File: src/scs_defs.svh
// constants of the system clock switch: register layout, divider ratios,
// switch delays and start-up timing. included by the design files.
`ifndef SCS_DEFS_SVH
`define SCS_DEFS_SVH

// register layout
`define SCS_REG_W        4
`define SCS_RESET_VAL    4'h0
`define SCS_SEL_BIT      0
`define SCS_STOP_BIT     3
`define SCS_READ_MASK    4'h9

// machine cycle length in source ticks
`define SCS_CNT_W        7
`define SCS_DIV_CODE0    7'h40
`define SCS_DIV_CODE1    7'h10
`define SCS_DIV_CODE2    7'h08
`define SCS_DIV_CODE3    7'h04
`define SCS_DIV_SUB      7'h04

// divider codes of the low two divider bits
`define SCS_CODE0        2'h0
`define SCS_CODE1        2'h1
`define SCS_CODE2        2'h2
`define SCS_CODE3        2'h3

// machine cycles of the previous clock before a change takes effect
`define SCS_DLY_W        5
`define SCS_DLY_CODE0    5'h01
`define SCS_DLY_CODE1    5'h04
`define SCS_DLY_CODE2    5'h08
`define SCS_DLY_CODE3    5'h10
`define SCS_DLY_SUB      5'h01

// oscillation stabilisation after reset
`define SCS_OSC_WAIT_NS  21800000
`define SCS_CLK_NS       25

`endif

File: src/scs_pkg.sv
// types shared by the system clock switch files.
// assumes nothing of its surroundings.
`default_nettype none

package scs_pkg;
	typedef enum logic [1:0] {
		SCS_ST_WAIT,
		SCS_ST_RUN,
		SCS_ST_DELAY,
		SCS_ST_SYNC
	} scs_state_t;
endpackage

`default_nettype wire

File: src/scs_cycle_gen.sv
// machine cycle generator: counts source clock ticks and pulses once per
// machine cycle. assumes tick_i is a one-cycle enable on sys_clk_i.
`include "scs_defs.svh"
`default_nettype none

module scs_cycle_gen #(
	parameter int CNT_W = `SCS_CNT_W
) (
	input  wire logic             sys_clk_i,
	input  wire logic             resetn_i,
	input  wire logic             tick_i,
	input  wire logic             restart_i,
	input  wire logic [CNT_W-1:0] div_i,
	output logic                  cycle_o
);
	logic [CNT_W-1:0] count;

	// refuse a counter too narrow for the longest machine cycle
	if (CNT_W < `SCS_CNT_W)
	begin : g_cnt_w_check
		$error("scs_cycle_gen: counter too narrow for divider ratios");
	end

	// tick counter, wraps at the divider ratio
	always_ff @(posedge sys_clk_i or negedge resetn_i)
	begin
		if (!resetn_i)
			count <= '0;
		else if (restart_i)
			count <= '0;
		else if (tick_i)
		begin
			if (count >= div_i - CNT_W'(1))
				count <= '0;
			else
				count <= count + CNT_W'(1);
		end
	end

	// one pulse at the last tick of each machine cycle
	always_ff @(posedge sys_clk_i or negedge resetn_i)
	begin
		if (!resetn_i)
			cycle_o <= 1'b0;
		else
			cycle_o <= tick_i && !restart_i && (count >= div_i - CNT_W'(1));
	end
endmodule

`default_nettype wire

File: src/scs_clock_switch.sv
// system clock switch control: clock select register, cpu clock source
// switching with documented delays, main oscillator gating, stop gating.
// assumes oscillator edges arrive as one-cycle ticks synchronous to
// sys_clk_i, and that the divider register is held outside this block.
//
// Summary of operation
// - four-bit register, bit0 subclock, bit3 oscillator stop
// - only one control bit may change per write
// - bit access works regardless of bank enable
// - stop bit halts oscillator only on subclock
// - reset clears register, main clock running
// - stop bit on main clock is no stop
// - stop bit one grounds oscillator input pin
// - previous clock runs some cycles after change
// - divider change delay 1/4/8/16, leaving subclock 1
// - main to subclock waits for subclock boundary
// - machine cycle equals one selected cpu clock period
// - wait oscillator stabilisation, start slowest main setting
// - subclock ignores divider bits, runs subclock/4
// - stop instruction accepted only on main clock
`include "scs_defs.svh"
`default_nettype none

module scs_clock_switch #(
	parameter int OSC_WAIT_CYCLES = (`SCS_OSC_WAIT_NS + `SCS_CLK_NS - 1) / `SCS_CLK_NS
) (
	input  wire logic                  sys_clk_i,
	input  wire logic                  resetn_i,
	input  wire logic                  main_osc_tick_i,
	input  wire logic                  sub_osc_tick_i,
	input  wire logic                  bit_wr_i,
	input  wire logic [1:0]            bit_idx_i,
	input  wire logic                  bit_val_i,
	input  wire logic                  nib_wr_i,
	input  wire logic [`SCS_REG_W-1:0] nib_data_i,
	input  wire logic [3:0]            cpu_clock_divider_reg_i,
	input  wire logic                  stop_req_i,
	output logic [`SCS_REG_W-1:0]      system_clock_select_o,
	output logic                       cpu_cycle_o,
	output logic                       cpu_run_o,
	output logic                       sub_active_o,
	output logic [1:0]                 active_code_o,
	output logic                       main_osc_run_o,
	output logic                       main_osc_input_pin_gnd_o,
	output logic                       stop_accept_o
);
	localparam int WAIT_W = $clog2(OSC_WAIT_CYCLES + 1);

	scs_pkg::scs_state_t          state;
	logic [`SCS_REG_W-1:0]        system_clock_select;
	logic [WAIT_W-1:0]            wait_count;
	logic [`SCS_DLY_W-1:0]        dly_count;
	logic                         act_sub;
	logic [1:0]                   act_code;
	logic                         tgt_sub;
	logic [1:0]                   tgt_code;
	logic                         restart;
	logic                         main_cycle;
	logic                         sub_cycle;
	logic                         cur_cycle;
	logic                         main_tick;
	logic                         change_req;
	logic                         nib_ok;
	logic [`SCS_CNT_W-1:0]        main_div;
	logic [`SCS_DLY_W-1:0]        next_dly;

	// refuse a start-up wait that the counter cannot serve
	if (OSC_WAIT_CYCLES < 1)
	begin : g_wait_check
		$error("scs_clock_switch: oscillator wait must be at least one cycle");
	end

	// a stopped oscillator delivers no ticks
	assign main_tick = main_osc_tick_i && main_osc_run_o;
	// machine cycle of whichever source is currently applied
	assign cur_cycle = act_sub ? sub_cycle : main_cycle;
	// a nibble write may change at most one of the two control bits
	assign nib_ok = !((nib_data_i[`SCS_SEL_BIT] != system_clock_select[`SCS_SEL_BIT]) &&
		(nib_data_i[`SCS_STOP_BIT] != system_clock_select[`SCS_STOP_BIT]));
	assign change_req = (system_clock_select[`SCS_SEL_BIT] != act_sub) ||
		(!act_sub && (cpu_clock_divider_reg_i[1:0] != act_code));

	// main machine cycle ratio from the applied divider code
	always_comb
	begin
		case (act_code)
			`SCS_CODE0: main_div = `SCS_DIV_CODE0;
			`SCS_CODE1: main_div = `SCS_DIV_CODE1;
			`SCS_CODE2: main_div = `SCS_DIV_CODE2;
			default:    main_div = `SCS_DIV_CODE3;
		endcase
	end

	// cycles of the previous clock that run before a change
	always_comb
	begin
		if (act_sub)
			next_dly = `SCS_DLY_SUB;
		else
		begin
			case (act_code)
				`SCS_CODE0: next_dly = `SCS_DLY_CODE0;
				`SCS_CODE1: next_dly = `SCS_DLY_CODE1;
				`SCS_CODE2: next_dly = `SCS_DLY_CODE2;
				default:    next_dly = `SCS_DLY_CODE3;
			endcase
		end
	end

	scs_cycle_gen #(
		.CNT_W(`SCS_CNT_W)
	) u_main_gen (
		.sys_clk_i(sys_clk_i),
		.resetn_i (resetn_i),
		.tick_i   (main_tick),
		.restart_i(restart),
		.div_i    (main_div),
		.cycle_o  (main_cycle)
	);

	scs_cycle_gen #(
		.CNT_W(`SCS_CNT_W)
	) u_sub_gen (
		.sys_clk_i(sys_clk_i),
		.resetn_i (resetn_i),
		.tick_i   (sub_osc_tick_i),
		.restart_i(restart),
		.div_i    (`SCS_DIV_SUB),
		.cycle_o  (sub_cycle)
	);

	// control register; bank enable takes no part in the decode
	always_ff @(posedge sys_clk_i or negedge resetn_i)
	begin
		if (!resetn_i)
			system_clock_select <= `SCS_RESET_VAL;
		else if (bit_wr_i)
		begin
			if (bit_idx_i == 2'(`SCS_SEL_BIT))
				system_clock_select[`SCS_SEL_BIT] <= bit_val_i;
			else if (bit_idx_i == 2'(`SCS_STOP_BIT))
				system_clock_select[`SCS_STOP_BIT] <= bit_val_i;
		end
		else if (nib_wr_i && nib_ok)
			system_clock_select <= nib_data_i & `SCS_READ_MASK;
	end

	// source switching sequencer
	always_ff @(posedge sys_clk_i or negedge resetn_i)
	begin
		if (!resetn_i)
		begin
			state      <= scs_pkg::SCS_ST_WAIT;
			wait_count <= '0;
			dly_count  <= '0;
			act_sub    <= 1'b0;
			act_code   <= `SCS_CODE0;
			tgt_sub    <= 1'b0;
			tgt_code   <= `SCS_CODE0;
			restart    <= 1'b1;
		end
		else
		begin
			restart <= 1'b0;
			case (state)
				scs_pkg::SCS_ST_WAIT:
				begin
					// start at the slowest main setting once stable
					if (wait_count == WAIT_W'(OSC_WAIT_CYCLES - 1))
					begin
						state    <= scs_pkg::SCS_ST_RUN;
						act_code <= `SCS_CODE0;
						restart  <= 1'b1;
					end
					else
						wait_count <= wait_count + WAIT_W'(1);
				end
				scs_pkg::SCS_ST_RUN:
				begin
					if (change_req)
					begin
						state     <= scs_pkg::SCS_ST_DELAY;
						dly_count <= next_dly;
						tgt_sub   <= system_clock_select[`SCS_SEL_BIT];
						tgt_code  <= cpu_clock_divider_reg_i[1:0];
					end
				end
				scs_pkg::SCS_ST_DELAY:
				begin
					// old clock keeps running until the delay ends
					if (cur_cycle)
					begin
						if (dly_count == `SCS_DLY_W'(1))
						begin
							if (tgt_sub && !act_sub)
								state <= scs_pkg::SCS_ST_SYNC;
							else
							begin
								state    <= scs_pkg::SCS_ST_RUN;
								act_sub  <= tgt_sub;
								act_code <= tgt_code;
								restart  <= 1'b1;
							end
						end
						else
							dly_count <= dly_count - `SCS_DLY_W'(1);
					end
				end
				scs_pkg::SCS_ST_SYNC:
				begin
					// hand over on a subclock edge that meets a main cycle end, or on any subclock edge on divider code 3
					if (sub_osc_tick_i && (main_cycle || main_div == `SCS_DIV_CODE3))
					begin
						state   <= scs_pkg::SCS_ST_RUN;
						act_sub <= 1'b1;
						restart <= 1'b1;
					end
				end
				default:
					state <= scs_pkg::SCS_ST_WAIT;
			endcase
		end
	end

	// registered outputs
	always_ff @(posedge sys_clk_i or negedge resetn_i)
	begin
		if (!resetn_i)
		begin
			system_clock_select_o    <= `SCS_RESET_VAL;
			cpu_cycle_o              <= 1'b0;
			cpu_run_o                <= 1'b0;
			sub_active_o             <= 1'b0;
			active_code_o            <= `SCS_CODE0;
			main_osc_run_o           <= 1'b1;
			main_osc_input_pin_gnd_o <= 1'b0;
			stop_accept_o            <= 1'b0;
		end
		else
		begin
			system_clock_select_o <= system_clock_select & `SCS_READ_MASK;
			cpu_cycle_o           <= (state != scs_pkg::SCS_ST_WAIT) && cur_cycle && !restart;
			cpu_run_o             <= (state != scs_pkg::SCS_ST_WAIT);
			sub_active_o          <= act_sub;
			active_code_o         <= act_code;
			// stop bit halts generation only once on the subclock
			main_osc_run_o <= !(system_clock_select[`SCS_STOP_BIT] && act_sub);
			main_osc_input_pin_gnd_o <= system_clock_select[`SCS_STOP_BIT];
			stop_accept_o <= stop_req_i && !act_sub && (state != scs_pkg::SCS_ST_WAIT);
		end
	end
endmodule

`default_nettype wire

File: config.mk
export PLATFORM = sky130hd
export DESIGN_NAME = scs_clock_switch
export DESIGN_NICKNAME = d
export VERILOG_FILES = /design/src/scs_pkg.sv /design/src/scs_cycle_gen.sv /design/src/scs_clock_switch.sv
export VERILOG_INCLUDE_DIRS = /design/src /design/src/src
export SDC_FILE = /design/constraint.sdc
export NUM_CORES = 1
export LEC_CHECK = 0
export BUFFER_PORTS_ARGS = -buffer_cell sky130_fd_sc_hd__clkbuf_2
export CAP_MARGIN = 30
export CORE_ASPECT_RATIO = 0.75
export CORE_MARGIN = 1.5
export CORE_UTILIZATION = 33
export DETAILED_ROUTE_END_ITERATION = 12
export GPL_TIMING_DRIVEN = 0
export MAX_ROUTING_LAYER = met4
export SLEW_MARGIN = 10
export SYNTH_ARGS = -nofsm -noshare
export SYNTH_HDL_FRONTEND = slang
export SYNTH_SLANG_ARGS = --single-unit
File: constraint.sdc
create_clock -name sys_clk_i -period 3.08 [get_ports sys_clk_i]
set_input_delay 0.462 -clock sys_clk_i [delete_from_list [all_inputs] [get_ports sys_clk_i]]
set_output_delay 0.462 -clock sys_clk_i [all_outputs]
set_load 0.01 [all_outputs]
; ---- Yosys cells after proc, flatten, opt, wreduce, memory -nomap -nowiden
; Index checks and enable logic that the tools add are counted.
[word_totals]
output_inout_bits = 12
in_bits = 18
wordCells = 135
register_bits = 62
[classes]
n_eq_ne = 23
bitwise_logic = 1
magnitude_cmp = 2
n_addsub = 5
reduce_logical = 39
mux = 43
[ops]
columns = cell, n
row1 = two-way mux 7 bit, 6
row2 = one-hot mux 7 bit (3 select lines), 1
row3 = adder 20 x 1 -> 20 bit (second input constant), 1
row4 = equality test 20 bit (second input constant), 1
row5 = two-way mux 2 bit, 10
row6 = two-way mux 5 bit, 4
row7 = inequality test 2 bit (second input constant), 8
row8 = logical AND 1 bit, 15
row9 = two-way mux 1 bit, 15
row10 = one-hot mux 5 bit (3 select lines), 1
row11 = AND reduction 5 bit, 3
row12 = adder 7 x 1 -> 7 bit (second input constant), 2
row13 = nonzero test 2 bit, 7
row14 = one-hot mux 5 bit (2 select lines), 1
row15 = equality test 2 bit (second input constant), 4
row16 = one-hot mux 2 bit (4 select lines), 1
row17 = equality test 7 x 3 -> 1 bit (second input constant), 1
row18 = >= comparator 7 x 2 -> 1 bit (second input constant), 1
row19 = >= comparator 7 bit, 1
row20 = subtractor 7 x 1 -> 7 bit (second input constant), 1
row21 = logical NOT 2 bit, 3
row22 = AND reduction 2 bit, 3
row23 = equality test 5 x 1 -> 1 bit (second input constant), 1
row24 = subtractor 5 x 1 -> 5 bit (second input constant), 1
row25 = 13 further kinds, 21

; ---- Longest topological paths before layout
; Gate-level depths: netlist of the first run.
[logic_depth]
depth_word = 7
depth_mapped = 9
mapped_depth_nobuf = 7

; ---- By module
; Synthesis of the first run repeated with hierarchy kept, for this count alone.
[unflattened]
hier_cells = 362
area_unflattened_um2 = 3683.5
[by_module_without_submodules]
columns = mod, area_per_inst_um2, seq_area_each_um2, instances, cells_per_inst
row1 = scs_clock_switch, 2296.0, 1128.6, 1, 220
row2 = scs_cycle_gen at u_main_gen, 696.9, 200.2, 1, 71
row3 = scs_cycle_gen at u_sub_gen, 690.7, 200.2, 1, 71

; ---- Worst setup path before layout of the first run
; OpenSTA, ideal clock, no wires.
[synth_path]
kind = reg-to-reg
from = reg act_code[1]
to = reg u_main_gen.count[5]
stages_incl_launch_ff = 10
arrival_time_ns = 2.189
n_path_buf = 2
synth_period_minus_slack_ns = 2.271
path_slack_ns = 0.809
setup_time_ns = 0.082
required_time_ns = 2.998
path_cell_list = dfrtp_1 buf_2 or2_2 ha_1 a21o_1 a2111oi_0 o21a_1 buf_4 a41oi_1 a31oi_1
[synth_between]
elab_chain_len = 7
word_cells_on_any_way = 9
classes_between = add/sub: 1 / order compare: 1 / eq/ne: 2 / mux: 4 / reduce/logical: 1
[synth_lines]
columns = item, line_no
row1 = "start, declared", scs_clock_switch.sv:54  ; logic [1:0] act_code;
row2 = "start signal, assigned", scs_clock_switch.sv:157  ; act_code <= `SCS_CODE0;
row3 = "start signal, assigned", scs_clock_switch.sv:172  ; act_code <= `SCS_CODE0;
row4 = "start signal, assigned", scs_clock_switch.sv:201  ; act_code <= tgt_code;
row5 = "equality test 2 bit, or another cell as far along", scs_clock_switch.sv:86  ; case (act_code)
row6 = one-hot mux 7 bit (3 select lines) (*), scs_clock_switch.sv:86
row7 = subtractor 7 x 1 -> 7 bit (*), scs_cycle_gen.sv:33  ; if (count >= div_i - CNT_W'(1))
row8 = >= comparator 7 bit (*), scs_cycle_gen.sv:33
row9 = two-way mux 7 bit (*), scs_cycle_gen.sv:33
row10 = two-way mux 7 bit (*), scs_cycle_gen.sv:31  ; else if (tick_i)
row11 = two-way mux 7 bit (*), scs_cycle_gen.sv:29  ; else if (restart_i)
row12 = "end signal, assigned", scs_cycle_gen.sv:36  ; count <= count + CNT_W'(1);
row13 = "end, declared", scs_cycle_gen.sv:16  ; logic [CNT_W-1:0] count;
; Mark *: on every way between the ends. The rest lies on a longest branch, timed or not. The select of a mux whose other input is x is not followed.
; A chain may end at the register's enable or synchronous reset.

; ---- Worst setup path after layout of the first run
; Ends and elaborated chain as after synthesis.

==> reports/results.tsv, run 1 <==
metric	value	unit
number of diodes	0	
Final setup viols	0	
initial antenna violation count	0	
largest net degree at the start of global routing	34	
Leak Pwr	1.804	nW
status	completed	
Crit path largest cell delay	0.39	ns
total gr overflow	0	
post-route ant nets	0	
cts bufs inserted	9	
maximum vdd drop	376.4	uV
core area	9159	sq um
worst skew pair latency	0.33	ns
Slowest cell on crit path	a2111oi_0	
Vias/cell	4.793	
PnR Total Power	2.825	mW
Top FF cell, synth	dfrtp_1	
Final min period	2.460	ns
CP Cell Sequence	buf_2, or2_2, ha_1, a21o_1, a2111oi_0, o21a_1, buf_4, a41oi_1, a31oi_1	
row count	30	
hold bufs inserted after CTS	0	
CTS resizes	0	
Clock Tree Buf Depth	2	
CP endpoint kind	register	
Starting Density	0.3432	
drt pass-1 iters	6	
WL per Instance	13.08	um
post-route clock skew	0.004274	ns
unique cell type count in the Yosys netlist	57	
vias in the first global route	2235	
chip height	87.52	um
H-Tree Depth	3	
Die Area	10130	sq um
RSZ-0062 raised after global routing	no	
# DRC	0	
CTS tree	yes	
post-DP HPWL	4467	um
fmax	0.4065	GHz
Post-synth EDFFs	0	
Yosys reg bits	61	
DR iter-0 viols	142	
final period utilization	0.7986	
Worst Setup Start Kind	register	
fin cells	469	
max-slew violations	0	
Vias	2248	
clk root buf	clkbuf_16	
Placement Cell Area	3445	sq um
setup TNS	0	ns
Crit path max-delay family	compound AO/OA/AOI/OAI gates	
type of the most critical hold path	input pin to asynchronous set/reset pin	
Die Wd	115.7	um
Post-synth ARST share	1.000	
WS Path Type	register to register	
fraction of layout cells with a size suffix above 1	0.1965	
Syn-to-layout area delta	19.51	%
Clock Pin Slew Worst Setup and Hold Paths	0.05	ns
Final Hold Vio Count	0	
final instance area	3756	sq um
post-synthesis sequential area ratio	0.4865	
Ys Warns	0	
fill cell count	916	
first-pass GRT wire length	10920	um
Crit path buffers/inverters	2	
CP required	3.33	ns
final core utilization	0.4101	
Worst Path Max Fanout	10	
critical path arrival	2.71	ns
GP Congestion	0.7933	
CTS Sinks	61	
max-cap check violation count	0	
Avg Inst Size Synth	10.48	sq um
Mapped Area	3143	sq um
Post-CTS Setup Inserts	0	
Routed WL	6135	um
I/O pin count	30	
placed insts	453	
nets	368	
power density over the cells	752.2	nW/um^2
GR Util All Layers	0.1460	
port bufs	23	
Syn Inst Count	300	
[per-layer routing]
| metal | vias up | part of all wire | GRT usage |
|---|---|---|---|
| met3 | 8 | 0.046 | 0.04871 |
| met4 | 0 | 0.015 | 0.05876 |
| met1 | 1070 | 0.54 | 0.2096 |
| met2 | 40 | 0.40 | 0.1850 |
| met5 | - | 0 | - |
| li1 | 1130 | - | - |
[where the power goes]
part           switching, mW  internal (mW)  total (mW)
registers              0.141          0.943        1.08
logic                  0.390          0.324       0.714
clock network          0.341          0.687        1.03
total                  0.872           1.95        2.83
[cell usage in the layout (no fill, tap or decap), types with 4 or more instances in the layout]
master,instances
clkbuf_1,4
clkbuf_16,9
dfrtp_1,59
nand2_1,23
nor2_1,18
nand2b_1,7
a31oi_1,6
buf_4,5
inv_1,16
nor3_1,5
ha_1,14
a21o_1,4
clkbuf_2,22
and2_1,5
mux2_2,5
nand4_1,8
xnor2_1,10
o21ai_0,8
xor2_1,13
nand3_1,13
a21oi_1,13
mux2i_1,7
and3_1,5
[worst paths after layout]
kind / from / end / slack [ns] / depth (start not counted)
worst max-delay path: act_code[1]$_DFFE_PN0P_ / u_main_gen.count[5]$_DFFE_PN0P_ / 0.62 / 9
worst min-delay path: resetn_i / system_clock_select_o[3]$_DFF_PN0_ / 0.08 / 1
worst max register to register: act_code[1]$_DFFE_PN0P_ / u_main_gen.count[5]$_DFFE_PN0P_ / 0.62 / 9
worst min register to register: act_code[1]$_DFFE_PN0P_ / active_code_o[1]$_DFF_PN0_ / 0.37 / 0
max in group asynchronous: resetn_i / wait_count[0]$_DFFE_PN0P_ / 2.49 / 2
min in group sys_clk_i: act_code[1]$_DFFE_PN0P_ / active_code_o[1]$_DFF_PN0_ / 0.37 / 0
[cell families after synthesis]
family | after synthesis | share of synthesized area
adder cells (fa/ha/maj) | 14 | 0.05573
buffers and inverters | 28 | 0.04260
multiplexers | 12 | 0.04021
AND/OR/NAND/NOR | 110 | 0.1994
XOR/XNOR | 23 | 0.06409
other | 1 | 0.001193
AO/OA/AOI/OAI | 51 | 0.1103
flip-flops | 61 | 0.4865
[area by class of cell]
class                      instances  area [sq um]  share of cell area
buffer                            12         73.82             0.01965
clock buffer                      12         266.5             0.07095
clock inverter                     4         45.04             0.01199
inverter                          16         60.06             0.01599
multi-input combinational        212          1484              0.3951
sequential                        61          1529              0.4071
tap                              128         160.2             0.04264
timing repair buffer              24         137.6             0.03664
[registers in the layout (all words and copies together), names as in the netlist, 2 cells and up]
register,count
state,2
tgt_code,2
u_main_gen.count,7
dly_count,5
wait_count,20
system_clock_select_o,2
act_code,2
u_sub_gen.count,7
system_clock_select,2
active_code_o,2
[worst register-to-register path, stage by stage, from the launching register on]
cell and delay (ns):
dfrtp_1 0.37, buf_2 0.18, or2_2 0.34, ha_1 0.30, a21o_1 0.19, a2111oi_0 0.39, o21a_1 0.18, buf_4 0.16
a41oi_1 0.13, a31oi_1 0.15
[metrics by stage]
step	hold WS, ns	setup slack, ns
2_1_floorplan	0.1664	0.8089
3_3_place_gp	0.3601	0.6729
3_5_place_dp	0.3603	0.6025
4_1_cts	0.1024	0.6053
5_1_grt	0.1151	0.4090
6_report	0.08380	0.6202
[synthesized netlist by cell type (all sizes together), types with 2 or more instances]
cell type / n / share of area
xor2: 13 / 0.036
a2111oi: 3 / 0.010
mux2: 5 / 0.018
ha: 14 / 0.056
nand4: 9 / 0.020
dfrtp: 59 / 0.47
or4b: 2 / 0.0076
dfstp: 2 / 0.017
inv: 16 / 0.019
a22o: 2 / 0.0056
nand3b: 2 / 0.0048
or4: 2 / 0.0048
nor4: 2 / 0.0040
nand3: 13 / 0.021
o21ai: 10 / 0.017
mux2i: 7 / 0.022
a211oi: 2 / 0.0064
nand2: 23 / 0.027
o211ai: 3 / 0.0072
and4: 3 / 0.0084
o21a: 3 / 0.0072
a21o: 4 / 0.0096
a21oi: 13 / 0.021
buf: 8 / 0.019
and2: 6 / 0.012
nor2b: 2 / 0.0040
and3: 5 / 0.010
xnor2: 10 / 0.028
nand2b: 8 / 0.018
nor3: 5 / 0.0080
or2: 3 / 0.0060
nor2: 18 / 0.021
a31oi: 6 / 0.012
clkbuf: 4 / 0.0048
(Power assumes the default switching activity.)
==> run 2: changes to the inputs <==
clock period = 2.2 ns   (was 3.08 ns; I/O delays follow)
==> run 2 against run 1 <==
  * The flow now finishes with violations (setup timing)
  * Die area is the same
  * Clock power is 26% higher
  * Flip-flop and latch count unchanged
  * Global-route usage rose by 0.47 points
  * Clock skew is essentially flat
  * Sequential power is 41% higher
  * Worst setup slack got worse by 0.62 ns
  * Register-to-register slack got worse by 0.62 ns
  * Cell area up 3.3%
  * Largest cell class is now multi-input gates
  * Largest power group unchanged
  * Highest routed layer unchanged
==> reports/results.tsv, run 2 (same netlist as run 1, synthesis figures left out) <==
metric	value	unit	change
max-slew violations	0		unchanged
Final Hold Vio Count	0		unchanged
most frequent cells in the layout	58 x dfrtp_1, 23 x nand2_1, 22 x clkbuf_2, 18 x nor2_1, 16 x inv_1		
Most flops, register	wait_count		
Clock Tree Buf Depth	2		unchanged
I/O pin count	30		unchanged
flop2flop setup slack	-0.002	ns	-0.62 ns
final instance area	3880	sq um	+3.3%
post-route clock skew	0.004313	ns	+0.00003900 ns
RSZ-0062 raised after global routing	yes		
final period utilization	1.001		+0.2021
final core utilization	0.4236		+0.01353
Reg area	1530	sq um	about the same
status	finished, violations left		
Starting Density	0.3432		unchanged
max-cap check violation count	0		unchanged
WHS Endpoint	tgt_code[1]$_DFFE_PN0P_		
CTS tree	yes		
Final min period	2.202	ns	-0.2582 ns
initial antenna violation count	0		unchanged
H-Tree Depth	3		unchanged
core area	9159	sq um	unchanged
port bufs	23		unchanged
Die Area	10130	sq um	unchanged
GP Congestion	0.7957		+0.30%
RR Endpoint	u_main_gen.count[5]$_DFFE_PN0P_		
Vias/cell	4.910		+2.4%
type of the most critical hold path	input pin to register		
Worst Setup Start Kind	register		
# DRC	0		unchanged
Largest register FFs	20		unchanged
Final WS setup	-0.001642	ns	-0.6218 ns
worst hold slack	0.2885	ns	+0.2047 ns
cts bufs inserted	9		unchanged
multi-input logic area	1538	sq um	+3.6%
nets	379		+3.0%
failing checks	setup timing		
WS Path Type	register to register		
CP endpoint kind	register		
worst skew pair latency	0.33	ns	about the same
R2R depth	9		unchanged
Clock Pin Slew Worst Setup and Hold Paths	0.06	ns	about the same
critical path arrival	2.45	ns	-0.26 ns
DR iter-0 viols	142		unchanged
Die Wd	115.7	um	unchanged
fraction of layout cells with a size suffix above 1	0.2330		+0.03647
Leak Pwr	1.827	nW	+1.3%
number of diodes	0		unchanged
commonest non-fill, non-tap cell in the layout	dfrtp_1		
Top Registers	wait_count: 20 flops, u_main_gen.count: 7 flops, u_sub_gen.count: 7 flops		
fill cell count	896		-2.2%
maximum vdd drop	362.6	uV	-3.7%
chip height	87.52	um	unchanged
drt pass-1 iters	4		-2
Routed WL	6652	um	+8.4%
power density over the cells	987.5	nW/um^2	+31%
vias in the first global route	2400		+7.4%
GR Util All Layers	0.1507		+0.004682
CP required	2.45	ns	-0.88 ns
hold path depth	2		
CTS Sinks	61		unchanged
Hold Startpoint	cpu_clock_divider_reg_i[1]		
Placement Cell Area	3477	sq um	+0.94%
Vias	2357		+4.8%
post-route ant nets	0		unchanged
worst reg2reg path startpoint	act_code[1]$_DFFE_PN0P_		
largest net degree at the start of global routing	53		+56%
clk root buf	clkbuf_16		
Final setup viols	1		+1
WL per Instance	13.86	um	+5.9%
first-pass GRT wire length	11450	um	+4.9%
setup TNS	-0.001642	ns	-0.001642 ns
post-DP HPWL	4637	um	+3.8%
total gr overflow	0		unchanged
fmax	0.4542	GHz	+12%
Syn-to-layout area delta	23.45	%	
row count	30		unchanged
Worst Path Max Fanout	5		-5
run 2: layer usage:
layer,GRT usage,wire [um],up-vias,share of wire
li1,-,-,1153,-
met1,0.2001,3382,1162,0.51
met2,0.2254,2965,35,0.45
met3,0.03619,207,7,0.031
met4,0.05322,97,0,0.015
met5,-,0,-,0
run 2: timing repair:
item | 4_1_cts | 5_1_grt
setup endpoints to repair | 6 | 7
pin swaps | 1 | 5
hold endpoints to repair | 9 | 0
setup buffers | 0 | 9
hold buffers | 1 | 0
gates cloned | 1 | 0
gates resized for setup | 3 | 4
run 2: critical path, cell delays in order (launching register included):
cell	delay [ns]
dfrtp_1	0.38
buf_6	0.13
or2_4	0.24
ha_4	0.21
a21o_1	0.19
a2111oi_4	0.36
o21a_1	0.21
buf_6	0.13
a41oi_2	0.12
a31oi_1	0.15
run 2: how the worst max path moves through the flow:
stage	endpoint	startpoint	slack [ns]
3_5_place_dp	u_main_gen.count[6]$_DFFE_PN0P_	act_code[1]$_DFFE_PN0P_	-0.13
6_report	u_main_gen.count[5]$_DFFE_PN0P_	act_code[1]$_DFFE_PN0P_	-0.002
3_3_place_gp	u_main_gen.count[4]$_DFFE_PN0P_	act_code[1]$_DFFE_PN0P_	-0.09
2_1_floorplan	u_main_gen.count[5]$_DFFE_PN0P_	act_code[1]$_DFFE_PN0P_	0.02
4_1_cts	u_main_gen.count[4]$_DFFE_PN0P_	act_code[1]$_DFFE_PN0P_	0.006
5_1_grt	u_main_gen.count[5]$_DFFE_PN0P_	act_code[1]$_DFFE_PN0P_	-0.10
run 2: stage by stage:
| stage | std cells | setup slack [ns] | power [mW] |
|---|---|---|---|
| detailed placement | 453 | -0.1331 | 2.529 |
| finish | 480 | -0.001642 | 3.832 |
| global route | 480 | -0.1043 | 4.088 |
| floorplan | 301 | 0.01771 | 2.234 |
| CTS | 471 | 0.005876 | 3.852 |
| global placement | 452 | -0.09077 | 2.478 |
run 2: cell type report:
| class | instances | share of cell area |
|---|---|---|
| clock inverters | 7 | 0.01354 |
| inverters | 16 | 0.01548 |
| flip-flops and latches | 61 | 0.3944 |
| well taps | 128 | 0.04128 |
| multi-input cells | 212 | 0.3963 |
| repair buffers | 35 | 0.05934 |
| plain buffers | 12 | 0.02161 |
| clock buffers | 9 | 0.05805 |
run 2: report_power, final:
group / switching, mW / internal (mW) / leakage [nW]
clock: 0.537 / 0.762 / 0.124
combinational: 0.550 / 0.464 / 0.902
sequential: 0.200 / 1.32 / 0.802
==> run 3: changes to the inputs <==
CORE_MARGIN = 2   (was 1.5)
==> run 3 against run 2 <==
  * The run now ends clean
  * Count of clock-buffer cells in the layout rose by 4
  * Sequential share of layout area is 0.051 points lower
  * Global-route usage down 0.48 points
  * Combinational power is essentially flat
  * Register-to-register slack is essentially flat
  * Cell area is 0.13% higher
  * Worst hold slack got worse by 0.0032 ns
  * Non-clock buffer count decreased by 4
  * Critical path type unchanged
  * Clock skew is essentially flat
  * Largest power group is now the clock network
  * Fmax up 0.46%
  * Sequential power about the same
==> reports/results.tsv, run 3 (same netlist as run 1, synthesis figures left out) <==
metric	value	unit	change
R2R depth	9		unchanged
post-route clock skew	0.004705	ns	+0.0003911 ns
initial antenna violation count	0		unchanged
H-Tree Depth	3		unchanged
total gr overflow	0		unchanged
Worst Setup Start Kind	register		
post-route ant nets	0		unchanged
GR Util All Layers	0.1459		-0.004763
I/O pin count	30		unchanged
port bufs	23		unchanged
WL per Instance	13.67	um	-1.3%
cts bufs inserted	9		unchanged
core area	9159	sq um	unchanged
Syn-to-layout area delta	23.61	%	
Final min period	2.191	ns	-0.01014 ns
most frequent cells in the layout	58 x dfrtp_1, 23 x nand2_1, 22 x clkbuf_2, 18 x nor2_1, 16 x inv_1		
Clock Pin Slew Worst Setup and Hold Paths	0.05	ns	about the same
Die Area	10330	sq um	+2.0%
Reg area	1530	sq um	unchanged
post-DP HPWL	4618	um	-0.41%
Hold Startpoint	cpu_clock_divider_reg_i[1]		
largest net degree at the start of global routing	42		-21%
DR iter-0 viols	119		-16%
worst skew pair latency	0.33	ns	about the same
# DRC	0		unchanged
placed insts	453		unchanged
GP Congestion	0.8067		+1.4%
Routed WL	6508	um	-2.2%
nets	375		-1.1%
hold path depth	2		unchanged
Most flops, register	wait_count		
CP endpoint kind	register		
Leak Pwr	1.851	nW	+1.3%
fraction of layout cells with a size suffix above 1	0.2213		-0.01169
PnR Total Power	4.104	mW	+7.1%
WHS Endpoint	tgt_code[1]$_DFFE_PN0P_		
maximum vdd drop	401.4	uV	+11%
Worst Path Max Fanout	7		+2
fin cells	476		-0.83%
Clock Tree Buf Depth	2		unchanged
final period utilization	0.9961		-0.004610
drt pass-1 iters	4		unchanged
Die Wd	116.7	um	+0.86%
multi-input logic area	1513	sq um	-1.6%
max-cap check violation count	0		unchanged
CP required	2.45	ns	about the same
worst reg2reg path startpoint	act_code[1]$_DFFE_PN0P_		
Top Registers	wait_count: 20 flops, u_main_gen.count: 7 flops, u_sub_gen.count: 7 flops		
RR Endpoint	u_main_gen.count[5]$_DFFE_PN0P_		
chip height	88.52	um	+1.1%
fmax	0.4563	GHz	+0.46%
number of diodes	0		unchanged
RSZ-0062 raised after global routing	yes		
Vias	2323		-1.4%
Largest register FFs	20		unchanged
commonest non-fill, non-tap cell in the layout	dfrtp_1		
Final Hold Vio Count	0		unchanged
power density over the cells	1056	nW/um^2	+7.0%
CTS tree	yes		
Vias/cell	4.880		-0.61%
WS Path Type	register to register		
max-slew violations	0		unchanged
fill cell count	902		+0.67%
flop2flop setup slack	0.009	ns	about the same
Starting Density	0.3432		unchanged
CTS Sinks	61		unchanged
critical path arrival	2.44	ns	about the same
status	completed		
clk root buf	clkbuf_16		
Final setup viols	0		-1
vias in the first global route	2211		-7.9%
type of the most critical hold path	input pin to register		
row count	30		unchanged
first-pass GRT wire length	10860	um	-5.2%
[run 3: cell count changes in the layout (fill, tap and decap cells not counted), moves of 2 or more]
cell	before	now
clkbuf_8	0	4
clkinvlp_4	4	0
buf_4	14	10
clkinv_4	2	0
bufinv_16	0	2
[run 3: routing by layer]
metal | vias up | global-route usage | share of wire
met2 | 53 | 0.1944 | 0.42
met1 | 1119 | 0.1994 | 0.50
met4 | 0 | 0.05134 | 0.015
met3 | 9 | 0.05822 | 0.067
met5 | - | - | 0
li1 | 1142 | - | -
[run 3: cell type report]
type,instances,area share
Buffer,12,0.02158
Clock buffer,13,0.07214
Clock inverter,3,0.01675
Inverter,16,0.01546
Multi-Input combinational cell,212,0.3894
Sequential cell,61,0.3939
Tap cell,128,0.04122
Timing Repair Buffer,31,0.04960
[run 3: worst max path at each step]
stage	slack, ns	startpoint	to
after global placement	-0.1	act_code[1]$_DFFE_PN0P_	u_main_gen.count[4]$_DFFE_PN0P_
after global routing	-0.10	act_code[1]$_DFFE_PN0P_	u_main_gen.count[6]$_DFFE_PN0P_
final	0.009	act_code[1]$_DFFE_PN0P_	u_main_gen.count[5]$_DFFE_PN0P_
after CTS	0.001	act_code[1]$_DFFE_PN0P_	u_main_gen.count[5]$_DFFE_PN0P_
after detailed placement	-0.16	act_code[1]$_DFFE_PN0P_	u_main_gen.count[5]$_DFFE_PN0P_
after floorplan	0.02	act_code[1]$_DFFE_PN0P_	u_main_gen.count[5]$_DFFE_PN0P_
[run 3: repair_timing]
item                                    in CTS  in global routing
resized for setup                            2                  3
pin swaps                                    1                  4
endpoints found under the setup margin       5                  7
hold endpoints to repair                    20                  0
hold buffers                                 1                  0
gates cloned                                 1                  0
buffers inserted                             1                  4
[run 3: where the power goes]
part | internal [mW] | total [mW] | switching (mW) | leakage (nW)
logic | 0.458 | 0.993 | 0.535 | 0.878
registers | 1.32 | 1.52 | 0.199 | 0.802
clock network | 1.11 | 1.59 | 0.481 | 0.172
total | 2.89 | 4.10 | 1.22 | 1.85
[run 3: stage by stage]
stage          setup TNS, ns  utilization  hold slack [ns]  setup slack, ns  area [sq um]
6_report                   0       0.4242           0.2853         0.008501          3885
5_1_grt              -0.4402       0.4242           0.2818          -0.1030          3885
4_1_cts                    0       0.4197           0.2831         0.001357          3844
3_5_place_dp         -0.6178       0.3788           0.2780          -0.1555          3470
3_3_place_gp         -0.3326       0.3764           0.3804         -0.09647          3447
2_1_floorplan              0            -          0.03441          0.01771          3172
[run 3: critical path, cell delays in order (launching register included)]
cell and delay [ns]:
dfrtp_1 0.38, buf_6 0.14, or2_4 0.24, ha_4 0.21
a21o_1 0.17, a2111oi_2 0.35, o21a_1 0.22, buf_6 0.13
a41oi_2 0.11, a31oi_1 0.15
